### config.mk
export PLATFORM = sky130hd
export DESIGN_NAME = gpio_port_cfg
export DESIGN_NICKNAME = d
export VERILOG_FILES = /design/src/rtl/gpio_cfg_pkg.sv /design/src/rtl/gpio_cfg_if.sv /design/src/rtl/gpio_pin_drive.sv /design/src/rtl/gpio_port_cfg.sv
export SDC_FILE = /design/constraint.sdc
export NUM_CORES = 1
export LEC_CHECK = 0
export BUFFER_PORTS_ARGS = -buffer_cell sky130_fd_sc_hd__buf_4
export CORE_MARGIN = 8
export CORE_UTILIZATION = 30
export DETAILED_ROUTE_END_ITERATION = 7
export SYNTH_ARGS = -nofsm -noshare
export SYNTH_HDL_FRONTEND = slang
export SYNTH_SLANG_ARGS = --single-unit
### constraint.sdc
create_clock -name CLOCK_I -period 3.35 [get_ports CLOCK_I]
set_input_delay 0.335 -clock CLOCK_I [delete_from_list [all_inputs] [get_ports CLOCK_I]]
set_output_delay 0.335 -clock CLOCK_I [all_outputs]
set_load 0.02 [all_outputs]
### src/rtl/gpio_cfg_pkg.sv
// constants for the gpio port configuration sub-registers
package gpio_cfg_pkg;

    localparam int PIN_COUNT = 8;
    localparam int ALT_COUNT = 4;

    typedef enum logic [1:0] {PORT_A, PORT_B, PORT_C, PORT_D} port_t;

    // sub-register index values held in the address register
    localparam logic [7:0] IDX_NONE = 8'h00;
    localparam logic [7:0] IDX_DIR = 8'h01;
    localparam logic [7:0] IDX_AF = 8'h02;
    localparam logic [7:0] IDX_OD = 8'h03;
    localparam logic [7:0] IDX_HD = 8'h04;
    localparam logic [7:0] IDX_WAKE = 8'h05;
    localparam logic [7:0] IDX_PU = 8'h06;
    localparam logic [7:0] IDX_AS1 = 8'h07;
    localparam logic [7:0] IDX_AS2 = 8'h08;
    localparam int IDX_FIRST = 1;
    localparam int IDX_LAST = 8;

    // register select on the port access bus
    localparam logic SEL_ADDR = 1'b0;
    localparam logic SEL_CTL = 1'b1;

    // reset values
    localparam logic [7:0] RST_ZERO = 8'h00;
    localparam logic [7:0] RST_DIR = 8'hFF;
    localparam logic [7:0] RST_AF_D = 8'h01;
    localparam logic [7:0] RST_AF_SMALL_A = 8'h04;
    localparam logic [7:0] RST_AS_SMALL_A = 8'h04;

endpackage : gpio_cfg_pkg

### src/rtl/gpio_cfg_if.sv
// configuration bits passed from the register file to the pin logic
`timescale 1ns/1ps
interface gpio_cfg_if;
    logic [7:0] dir;
    logic [7:0] af;
    logic [7:0] od;
    logic [7:0] hd;
    logic [7:0] wake;
    logic [7:0] pu;
    logic [7:0] as1;
    logic [7:0] as2;

    modport regs (output dir, af, od, hd, wake, pu, as1, as2);
    modport pins (input dir, af, od, hd, wake, pu, as1, as2);
endinterface : gpio_cfg_if

### src/rtl/gpio_pin_drive.sv
// per-pin driver control, pad settings and wake detection
`timescale 1ns/1ps
module gpio_pin_drive (
    input wire logic clk_i,
    input wire logic rstn_i,
    gpio_cfg_if.pins cfg,
    input wire logic [7:0] out_data_i,
    input wire logic [31:0] alt_out_i,
    input wire logic [31:0] alt_oe_i,
    input wire logic [7:0] pin_i,
    input wire logic stop_mode_i,
    output logic [7:0] pin_o,
    output logic [7:0] pin_oe_o,
    output logic [7:0] pullup_o,
    output logic [7:0] high_drive_o,
    output logic [15:0] alt_sel_o,
    output logic [7:0] pin_in_o,
    output logic wake_o
);

    // picks the bit of pin p from the alternate function sel
    function automatic logic alt_pick(input logic [31:0] vec, input logic [1:0] sel,
                                      input int p);
        alt_pick = vec[{27'h000_0000, sel, 3'h0} + p];
    endfunction : alt_pick

    logic [7:0] drv_data_w;
    logic [7:0] drv_en_w;
    logic [7:0] oe_w;
    logic [15:0] sel_w;
    logic [7:0] pin_prev_q;
    logic wake_w;

    ////////////////////////////////////////////////////////////////////////////
    // drive selection
    for (genvar p = 0; p < gpio_cfg_pkg::PIN_COUNT; p++)
    begin : g_pin
        assign sel_w[2*p+1:2*p] = {cfg.as2[p], cfg.as1[p]};
        assign drv_data_w[p] = cfg.af[p] ? alt_pick(alt_out_i, sel_w[2*p+1:2*p], p)
                                         : out_data_i[p];
        assign drv_en_w[p] = cfg.af[p] ? alt_pick(alt_oe_i, sel_w[2*p+1:2*p], p)
                                       : ~cfg.dir[p];
    end

    // open drain cuts the high side in both modes
    assign oe_w = drv_en_w & ~(cfg.od & drv_data_w);
    assign wake_w = stop_mode_i & (|((pin_i ^ pin_prev_q) & cfg.wake));

    ////////////////////////////////////////////////////////////////////////////
    // output registers
    always_ff @(posedge clk_i or negedge rstn_i)
    begin
        if (!rstn_i)
        begin
            pin_o <= '0;
            pin_oe_o <= '0;
            pullup_o <= '0;
            high_drive_o <= '0;
            alt_sel_o <= '0;
            pin_in_o <= '0;
            pin_prev_q <= '0;
            wake_o <= 1'b0;
        end
        else
        begin
            pin_o <= drv_data_w;
            pin_oe_o <= oe_w;
            pullup_o <= cfg.pu;
            high_drive_o <= cfg.hd;
            alt_sel_o <= sel_w;
            pin_in_o <= pin_i;
            pin_prev_q <= pin_i;
            wake_o <= wake_w;
        end
    end

endmodule : gpio_pin_drive

### src/rtl/gpio_port_cfg.sv
// gpio port configuration sub-registers behind the address and control registers
`timescale 1ns/1ps
module gpio_port_cfg #(
    parameter gpio_cfg_pkg::port_t PORT_ID = gpio_cfg_pkg::PORT_A,
    parameter bit SMALL_PACKAGE = 1'b0
) (
    input wire logic CLOCK_I,
    input wire logic RSTN_I,
    input wire logic REG_SEL_I,
    input wire logic WR_EN_I,
    input wire logic RD_EN_I,
    input wire logic [7:0] WDATA_I,
    output logic [7:0] RDATA_O,
    input wire logic [7:0] OUT_DATA_I,
    input wire logic [31:0] ALT_OUT_I,
    input wire logic [31:0] ALT_OE_I,
    input wire logic [7:0] PIN_I,
    input wire logic STOP_MODE_I,
    output logic [7:0] PIN_O,
    output logic [7:0] PIN_OE_O,
    output logic [7:0] PULLUP_O,
    output logic [7:0] HIGH_DRIVE_O,
    output logic [15:0] ALT_SEL_O,
    output logic [7:0] PIN_IN_O,
    output logic WAKE_O
);

    // reset value of each sub-register for this port
    function automatic logic [7:0] reset_value(input int idx);
        logic small_a;
        small_a = SMALL_PACKAGE && (PORT_ID == gpio_cfg_pkg::PORT_A);
        reset_value = gpio_cfg_pkg::RST_ZERO;
        if (idx == int'(gpio_cfg_pkg::IDX_DIR))
            reset_value = gpio_cfg_pkg::RST_DIR;
        else if (idx == int'(gpio_cfg_pkg::IDX_AF))
        begin
            if (small_a)
                reset_value = gpio_cfg_pkg::RST_AF_SMALL_A;
            else if (PORT_ID == gpio_cfg_pkg::PORT_D)
                reset_value = gpio_cfg_pkg::RST_AF_D;
        end
        else if (idx == int'(gpio_cfg_pkg::IDX_AS1) || idx == int'(gpio_cfg_pkg::IDX_AS2))
        begin
            if (small_a)
                reset_value = gpio_cfg_pkg::RST_AS_SMALL_A;
        end
    endfunction : reset_value

    // true for an index that names a sub-register
    function automatic logic is_mapped(input logic [7:0] idx);
        is_mapped = (idx >= gpio_cfg_pkg::IDX_DIR) && (idx <= gpio_cfg_pkg::IDX_AS2);
    endfunction : is_mapped

    logic [7:0] index_q;
    logic [7:0] sub_q [gpio_cfg_pkg::IDX_FIRST:gpio_cfg_pkg::IDX_LAST];
    logic [7:0] rdata_q;
    logic [7:0] rdata_d;
    logic addr_wr_w;
    logic ctl_wr_w;
    logic mapped_w;
    logic [7:0] ctl_read_w;

    gpio_cfg_if cfg ();

    ////////////////////////////////////////////////////////////////////////////
    // access decode
    assign mapped_w = is_mapped(index_q);
    assign addr_wr_w = WR_EN_I && (REG_SEL_I == gpio_cfg_pkg::SEL_ADDR);
    assign ctl_wr_w = WR_EN_I && (REG_SEL_I == gpio_cfg_pkg::SEL_CTL) && mapped_w;
    assign ctl_read_w = mapped_w ? sub_q[index_q[3:0]] : gpio_cfg_pkg::RST_ZERO;

    always_comb
    begin
        rdata_d = rdata_q;
        if (RD_EN_I && REG_SEL_I == gpio_cfg_pkg::SEL_ADDR)
            rdata_d = index_q;
        else if (RD_EN_I && REG_SEL_I == gpio_cfg_pkg::SEL_CTL)
            rdata_d = ctl_read_w;
    end

    ////////////////////////////////////////////////////////////////////////////
    // address register and read data
    always_ff @(posedge CLOCK_I or negedge RSTN_I)
    begin
        if (!RSTN_I)
        begin
            index_q <= gpio_cfg_pkg::IDX_NONE;
            rdata_q <= gpio_cfg_pkg::RST_ZERO;
        end
        else
        begin
            if (addr_wr_w)
                index_q <= WDATA_I;
            rdata_q <= rdata_d;
        end
    end

    ////////////////////////////////////////////////////////////////////////////
    // sub-register array
    always_ff @(posedge CLOCK_I or negedge RSTN_I)
    begin
        if (!RSTN_I)
        begin
            for (int k = gpio_cfg_pkg::IDX_FIRST; k <= gpio_cfg_pkg::IDX_LAST; k++)
                sub_q[k] <= reset_value(k);
        end
        else
        begin
            for (int k = gpio_cfg_pkg::IDX_FIRST; k <= gpio_cfg_pkg::IDX_LAST; k++)
            begin
                if (ctl_wr_w && index_q == 8'(k))
                    sub_q[k] <= WDATA_I;
            end
        end
    end

    assign RDATA_O = rdata_q;

    ////////////////////////////////////////////////////////////////////////////
    // configuration to pin logic
    assign cfg.dir = sub_q[gpio_cfg_pkg::IDX_DIR];
    assign cfg.af = sub_q[gpio_cfg_pkg::IDX_AF];
    assign cfg.od = sub_q[gpio_cfg_pkg::IDX_OD];
    assign cfg.hd = sub_q[gpio_cfg_pkg::IDX_HD];
    assign cfg.wake = sub_q[gpio_cfg_pkg::IDX_WAKE];
    assign cfg.pu = sub_q[gpio_cfg_pkg::IDX_PU];
    assign cfg.as1 = sub_q[gpio_cfg_pkg::IDX_AS1];
    assign cfg.as2 = sub_q[gpio_cfg_pkg::IDX_AS2];

    gpio_pin_drive u_pins (
        .clk_i(CLOCK_I),
        .rstn_i(RSTN_I),
        .cfg(cfg.pins),
        .out_data_i(OUT_DATA_I),
        .alt_out_i(ALT_OUT_I),
        .alt_oe_i(ALT_OE_I),
        .pin_i(PIN_I),
        .stop_mode_i(STOP_MODE_I),
        .pin_o(PIN_O),
        .pin_oe_o(PIN_OE_O),
        .pullup_o(PULLUP_O),
        .high_drive_o(HIGH_DRIVE_O),
        .alt_sel_o(ALT_SEL_O),
        .pin_in_o(PIN_IN_O),
        .wake_o(WAKE_O)
    );

    ////////////////////////////////////////////////////////////////////////////
    // checks
    logic [7:0] chk_pin_prev_q;

    always_ff @(posedge CLOCK_I or negedge RSTN_I)
    begin
        if (!RSTN_I)
            chk_pin_prev_q <= '0;
        else
            chk_pin_prev_q <= PIN_I;
    end
endmodule : gpio_port_cfg

Word level (Yosys, flattened, before mapping)
Cells that the tools add are included.

storage, ports and cells
  input port bits = 94
  word-level logic and storage cells = 129
  bits in registers = 137
  output and inout bits = 65

cells by class
  reductions and logical operators = 16
  eq/ne operators = 8
  bitwise logic cells = 16
  $lt $le $gt $ge = 11
  add/sub/neg operators = 7
  multiplexer cells = 54

operator list
  operator               count
  $lt A32 B6 Y1 const B  7
  $bmux W1 S5            14
  $mux W8                5
  $bmux W8 S4            1
  $eq A8 B3 Y1 const B   4
  $mux W1                32
  $add A5 B3 Y6 const B  4
  $and A8 B8 Y8          3
  $eq A8 B2 Y1 const B   2
  $logic_and A1 B1 Y1    14
  $add A5 B2 Y6 const B  2
  $not A1 Y1             9
  $eq A8 B1 Y1 const B   1
  $eq A8 B4 Y1 const B   1
  $ge A8 B1 Y1 const B   1
  $le A8 B4 Y1 const B   1
  $not A8 Y8             1
  $reduce_or A8 Y1       1
  $xor A8 B8 Y8          1
  $add A5 B1 Y6 const B  1
  $lt A5 B6 Y1 const B   1
  $ge A5 B5 Y1 const B   1
  $not A4 Y5             1
  $bmux W1 S2            2
  other kinds (2)        2

Longest topological paths before layout
  word-level depth = 7
  depth in mapped cells = 7
  depth with buffers taken out = 4

Cells and area by module
A second synthesis with hierarchy kept.

second synthesis, totals
  cells, all modules = 406
  area total of the unflattened synthesis = 5,992.0 um^2

modules (own cells, without submodules)
  module          seq. area each (um^2)  cells each  times used  area each (um^2)
  gpio_port_cfg   2,011.9                287         1           3,812.4
  gpio_pin_drive  1,426.4                119         1           2,179.6

Least setup slack after synthesis
No wires, ideal clock.

  path kind = register to register
  start = reg index_q[3]
  end = reg sub_q, in the netlist cfg.wake[0]
  arrival = 1.742 ns
  path slack = 1.483 ns
  library setup time = 0.125 ns
  clock period less this slack = 1.867 ns
  buffers on the path = 3
  required time = 3.225 ns
  stages on the path, launching flop included = 7
  path through = dfrtp_1 buf_6 or3b_1 buf_6 or3_1 buf_6 mux2_4

on the way
  longest elaborated chain between the ends = 4

RTL lines
  item                                                 RTL line              RTL
  start: declaration                                   gpio_port_cfg.sv:54   logic [7:0] index_q;
  start signal: assignment                             gpio_port_cfg.sv:87   index_q <= gpio_cfg_pkg::IDX_NONE;
  $ge A8 B1 Y1 / $le A8 B4 Y1 (equally long branches)  gpio_port_cfg.sv:51   is_mapped = (idx >= gpio_cfg_pkg::IDX_DIR) && (idx <= gpio_cfg_pkg::IDX_AS2);
  $logic_and A1 B1 Y1                                  gpio_port_cfg.sv:51
  $logic_and A1 B1 Y1                                  gpio_port_cfg.sv:69   assign ctl_wr_w = WR_EN_I && (REG_SEL_I == gpio_cfg_pkg::SEL_CTL) && mapped_w;
  $logic_and A1 B1 Y1 *                                gpio_port_cfg.sv:111  if (ctl_wr_w && index_q == 8'(k))
  end signal: indexed assignment                       gpio_port_cfg.sv:105  sub_q[k] <= reset_value(k);
  end: declaration                                     gpio_port_cfg.sv:55   logic [7:0] sub_q [gpio_cfg_pkg::IDX_FIRST:gpio_cfg_pkg::IDX_LAST];

Mark *: on every way between the ends. The rest lies on a longest branch, timed or not.
A chain may end at the register's enable or synchronous reset.

Worst setup path after layout
  start = reg index_q[1]
  end = reg sub_q, in the netlist cfg.dir[0]

Same word-level chain as after synthesis.

==> impl_results.md <==
* Ys flop type: dfrtp_1
* Layout cells sized above 1 at 0.5260
* Crit path from: index_q[1]$_DFFE_PN0P_
* Die width at between 150 and 200 um
* Sink Count at approximately 140
* Finished Cell Area at 0.007999 mm^2
* Hold Startpoint: PIN_I[4]
* RSZ-0062 raised after global routing: false
* Clock buffer depth at 2
* Top-count cell post-synth: dfrtp_1
* Drt pass-1 iters at 4
* Max-slew violations at 0
* First-pass GRT wire length at approximately 27 mm
* Post_cts resized at 0
* Status: finished clean
* Yosys reg bits at 137
* Fin crit period at around 2.4 ns
* WP data required at 3.70 ns
* PortBufs at between 150 and 200
* Final hold violations at 0
* CP arrival at between 2 and 3 ns
* Vias in the first global route at between 4000 and 5000
* CTS Buf Count at 17
* Setup Fix Bufs, Post-CTS at 0
* Die Span Y at between 150 and 200 um
* Initial core utilization at 0.3046
* Slew HR at 0.4092
* WHS Path Cells at 1
* Die Area at about 0.024 mm^2
* Synth top area share at 0.5464
* Post-route ant nets at 0
* Total track usage at 0.1463
* CP Class: flop to flop
* Sequential cell area fraction in the yosys report at 0.5820
* Power Density at a little under 600 mW/mm^2
* Routed vias at between 4000 and 5000
* Yosys cell types at 39
* Final hold slack at 0.03200 ns
* Placed inst area at between 0.007 and 0.008 mm^2
* Async SR Flop Fraction at 1.000
* Synthesized cell area at approximately 0.006 mm^2
* Crit path max fanout at 17
* Vias/cell at 4.883
* Area of the core at 0.01940 mm^2
* Initial antenna violation count at 0
* Multi-input gate area in the final layout at 0.002337 mm^2
* Pleak at about 3.7 nW
* Setup_tns at 0 ns
* Final Net Count at 660
* Remaining DRCs at 0
* Mean routed wirelength per cell at slightly above 20 um
* TritonCTS clock tree: built
* Largest net degree at the start of global routing at 79
* Finished Core Util at 0.4123
* Max-Cap Viols at 0
* Area occupied by registers at ~0.0034 mm^2
* Syn. warnings at 0
* Post-DP HPWL at approximately 13 mm
* Grt ovf at 0
* Clock slew at reported path FFs at 0.06 ns
* Crit-path slowest cell: nor2b_1
* Io pins at roughly 160
* Final count of negative-setup-slack endpoints at 0
* Most area-hungry cell type in the Yosys netlist: dfrtp_1
* Synth top area cells: dfrtp_1, mux2_2, mux4_2
* Setup crit end kind: flop
* Slew @ Worst Pin at between 0.8 and 0.9 ns
* Hold Buf Count CTS at 1
* RD Place Congestion at roughly 0.85
* Worst Setup Start Kind: flop
* FF-to-FF setup slack at 0.92 ns
* CP max stage delay at between 0.7 and 0.8 ns
* Final wirelength at about 17 mm
* Syn avg cell area at around 15 um^2
* Cells along the critical path: nor2b_1, and3_1, mux2_2
* Reg2reg path depth at 3
* CTS root buf: clkbuf_16
* Dpl cells at 811
* Diode count at 0
* Commonest cells in the netlist: dfrtp_1, mux2_2, a21oi_1, mux2i_1, mux4_2
* Hold Path Class: input port to flop
* Worst r2r src: index_q[1]$_DFFE_PN0P_
* EDFF count, synth at 0
* Peak supply drop at roughly 360 uV
* Worst-Skew Late Latency at approximately 0.42 ns
* Syn nets at around 500
* FP Rows at 51
* Period utilization at 0.7263
* DR iter-0 viols at ~300
* Area growth, synth to finish at 35.39%
* Post-route insts no fill at between 800 and 900
* Fmax achieved at 0.4110 GHz
* # fillers at around 1900
* H-tree Lvls at 4
* Clock Skew at a little over 0.006 ns
* Mapped Cells at 404
-- kinds of logic after synthesis --
logic type             synth area share
XOR/XNOR                        0.01186
AO/OA/AOI/OAI                   0.08831
AND/OR/NAND/NOR                 0.04214
flip-flops                       0.5820
buffers and inverters           0.02245
multiplexers                     0.2533
-- registers in the layout, indices dropped and copies added, names as in the netlist --
name                 flops
cfg.wake                 8
u_pins.pin_oe_o          8
cfg.od                   8
cfg.af                   8
u_pins.pin_prev_q        8
u_pins.wake_o            1
index_q                  8
u_pins.pullup_o          8
cfg.hd                   8
u_pins.high_drive_o      8
u_pins.pin_o             8
cfg.as1                  8
cfg.pu                   8
cfg.as2                  8
u_pins.alt_sel_o        16
RDATA_O                  8
cfg.dir                  8
-- layer usage --
metal | wire [um] | vias up | track usage
li1 | - | 1861 | -
met1 | 7410 | 2098 | 0.1806
met2 | 8479 | 131 | 0.2392
met3 | 862 | 26 | 0.03558
met4 | 416 | 0 | 0.06407
met5 | 0 | - | 0
-- critical path, delay by kind of cell, from the launching register on --
kind / cells / cell delay, ns
flops: 1 / 0.59
mux: 1 / 0.40
simple gates: 2 / 1.37
-- placed cells by master (no fill, tap or decap), drive strengths merged, types with 12 or more instances in the layout --
master	count
buf	160
dfrtp	129
mux2	84
clkbuf	19
mux4	16
a21oi	16
mux2i	16
nor2	14
nand2	12
-- area by class of cell --
class,count,share of cell area
clock buffer,19,0.05537
clock inverter,12,0.02487
inverter,6,0.002816
multi-input combinational,243,0.2922
sequential,137,0.4298
tap,265,0.04145
timing repair buffer,161,0.1534
-- report_power, final --
part,switching (mW),internal (mW)
combinational,0.346,0.364
clock,0.714,1.33
sequential,0.159,1.82
-- final timing paths --
path | endpoint
worst max-delay path | cfg.dir[0]$_DFFE_PN1P_
max in group asynchronous | cfg.dir[3]$_DFFE_PN1P_
worst min-delay path | u_pins.pin_prev_q[4]$_DFF_PN0_
min in group asynchronous | u_pins.alt_sel_o[9]$_DFF_PN0_
worst max register to register | cfg.dir[0]$_DFFE_PN1P_
worst min register to register | u_pins.pullup_o[3]$_DFF_PN0_
-- stage by stage --
| stage | setup WS [ns] | total power, mW |
|---|---|---|
| CTS | 0.9495 | 4.784 |
| floorplan | 1.483 | 2.346 |
| finish | 0.9170 | 4.736 |
| global route | 0.8120 | 4.934 |
| detailed placement | 0.9555 | 2.724 |
| global placement | 0.9820 | 2.709 |
No activity file was read; power rests on OpenSTA's default activity.
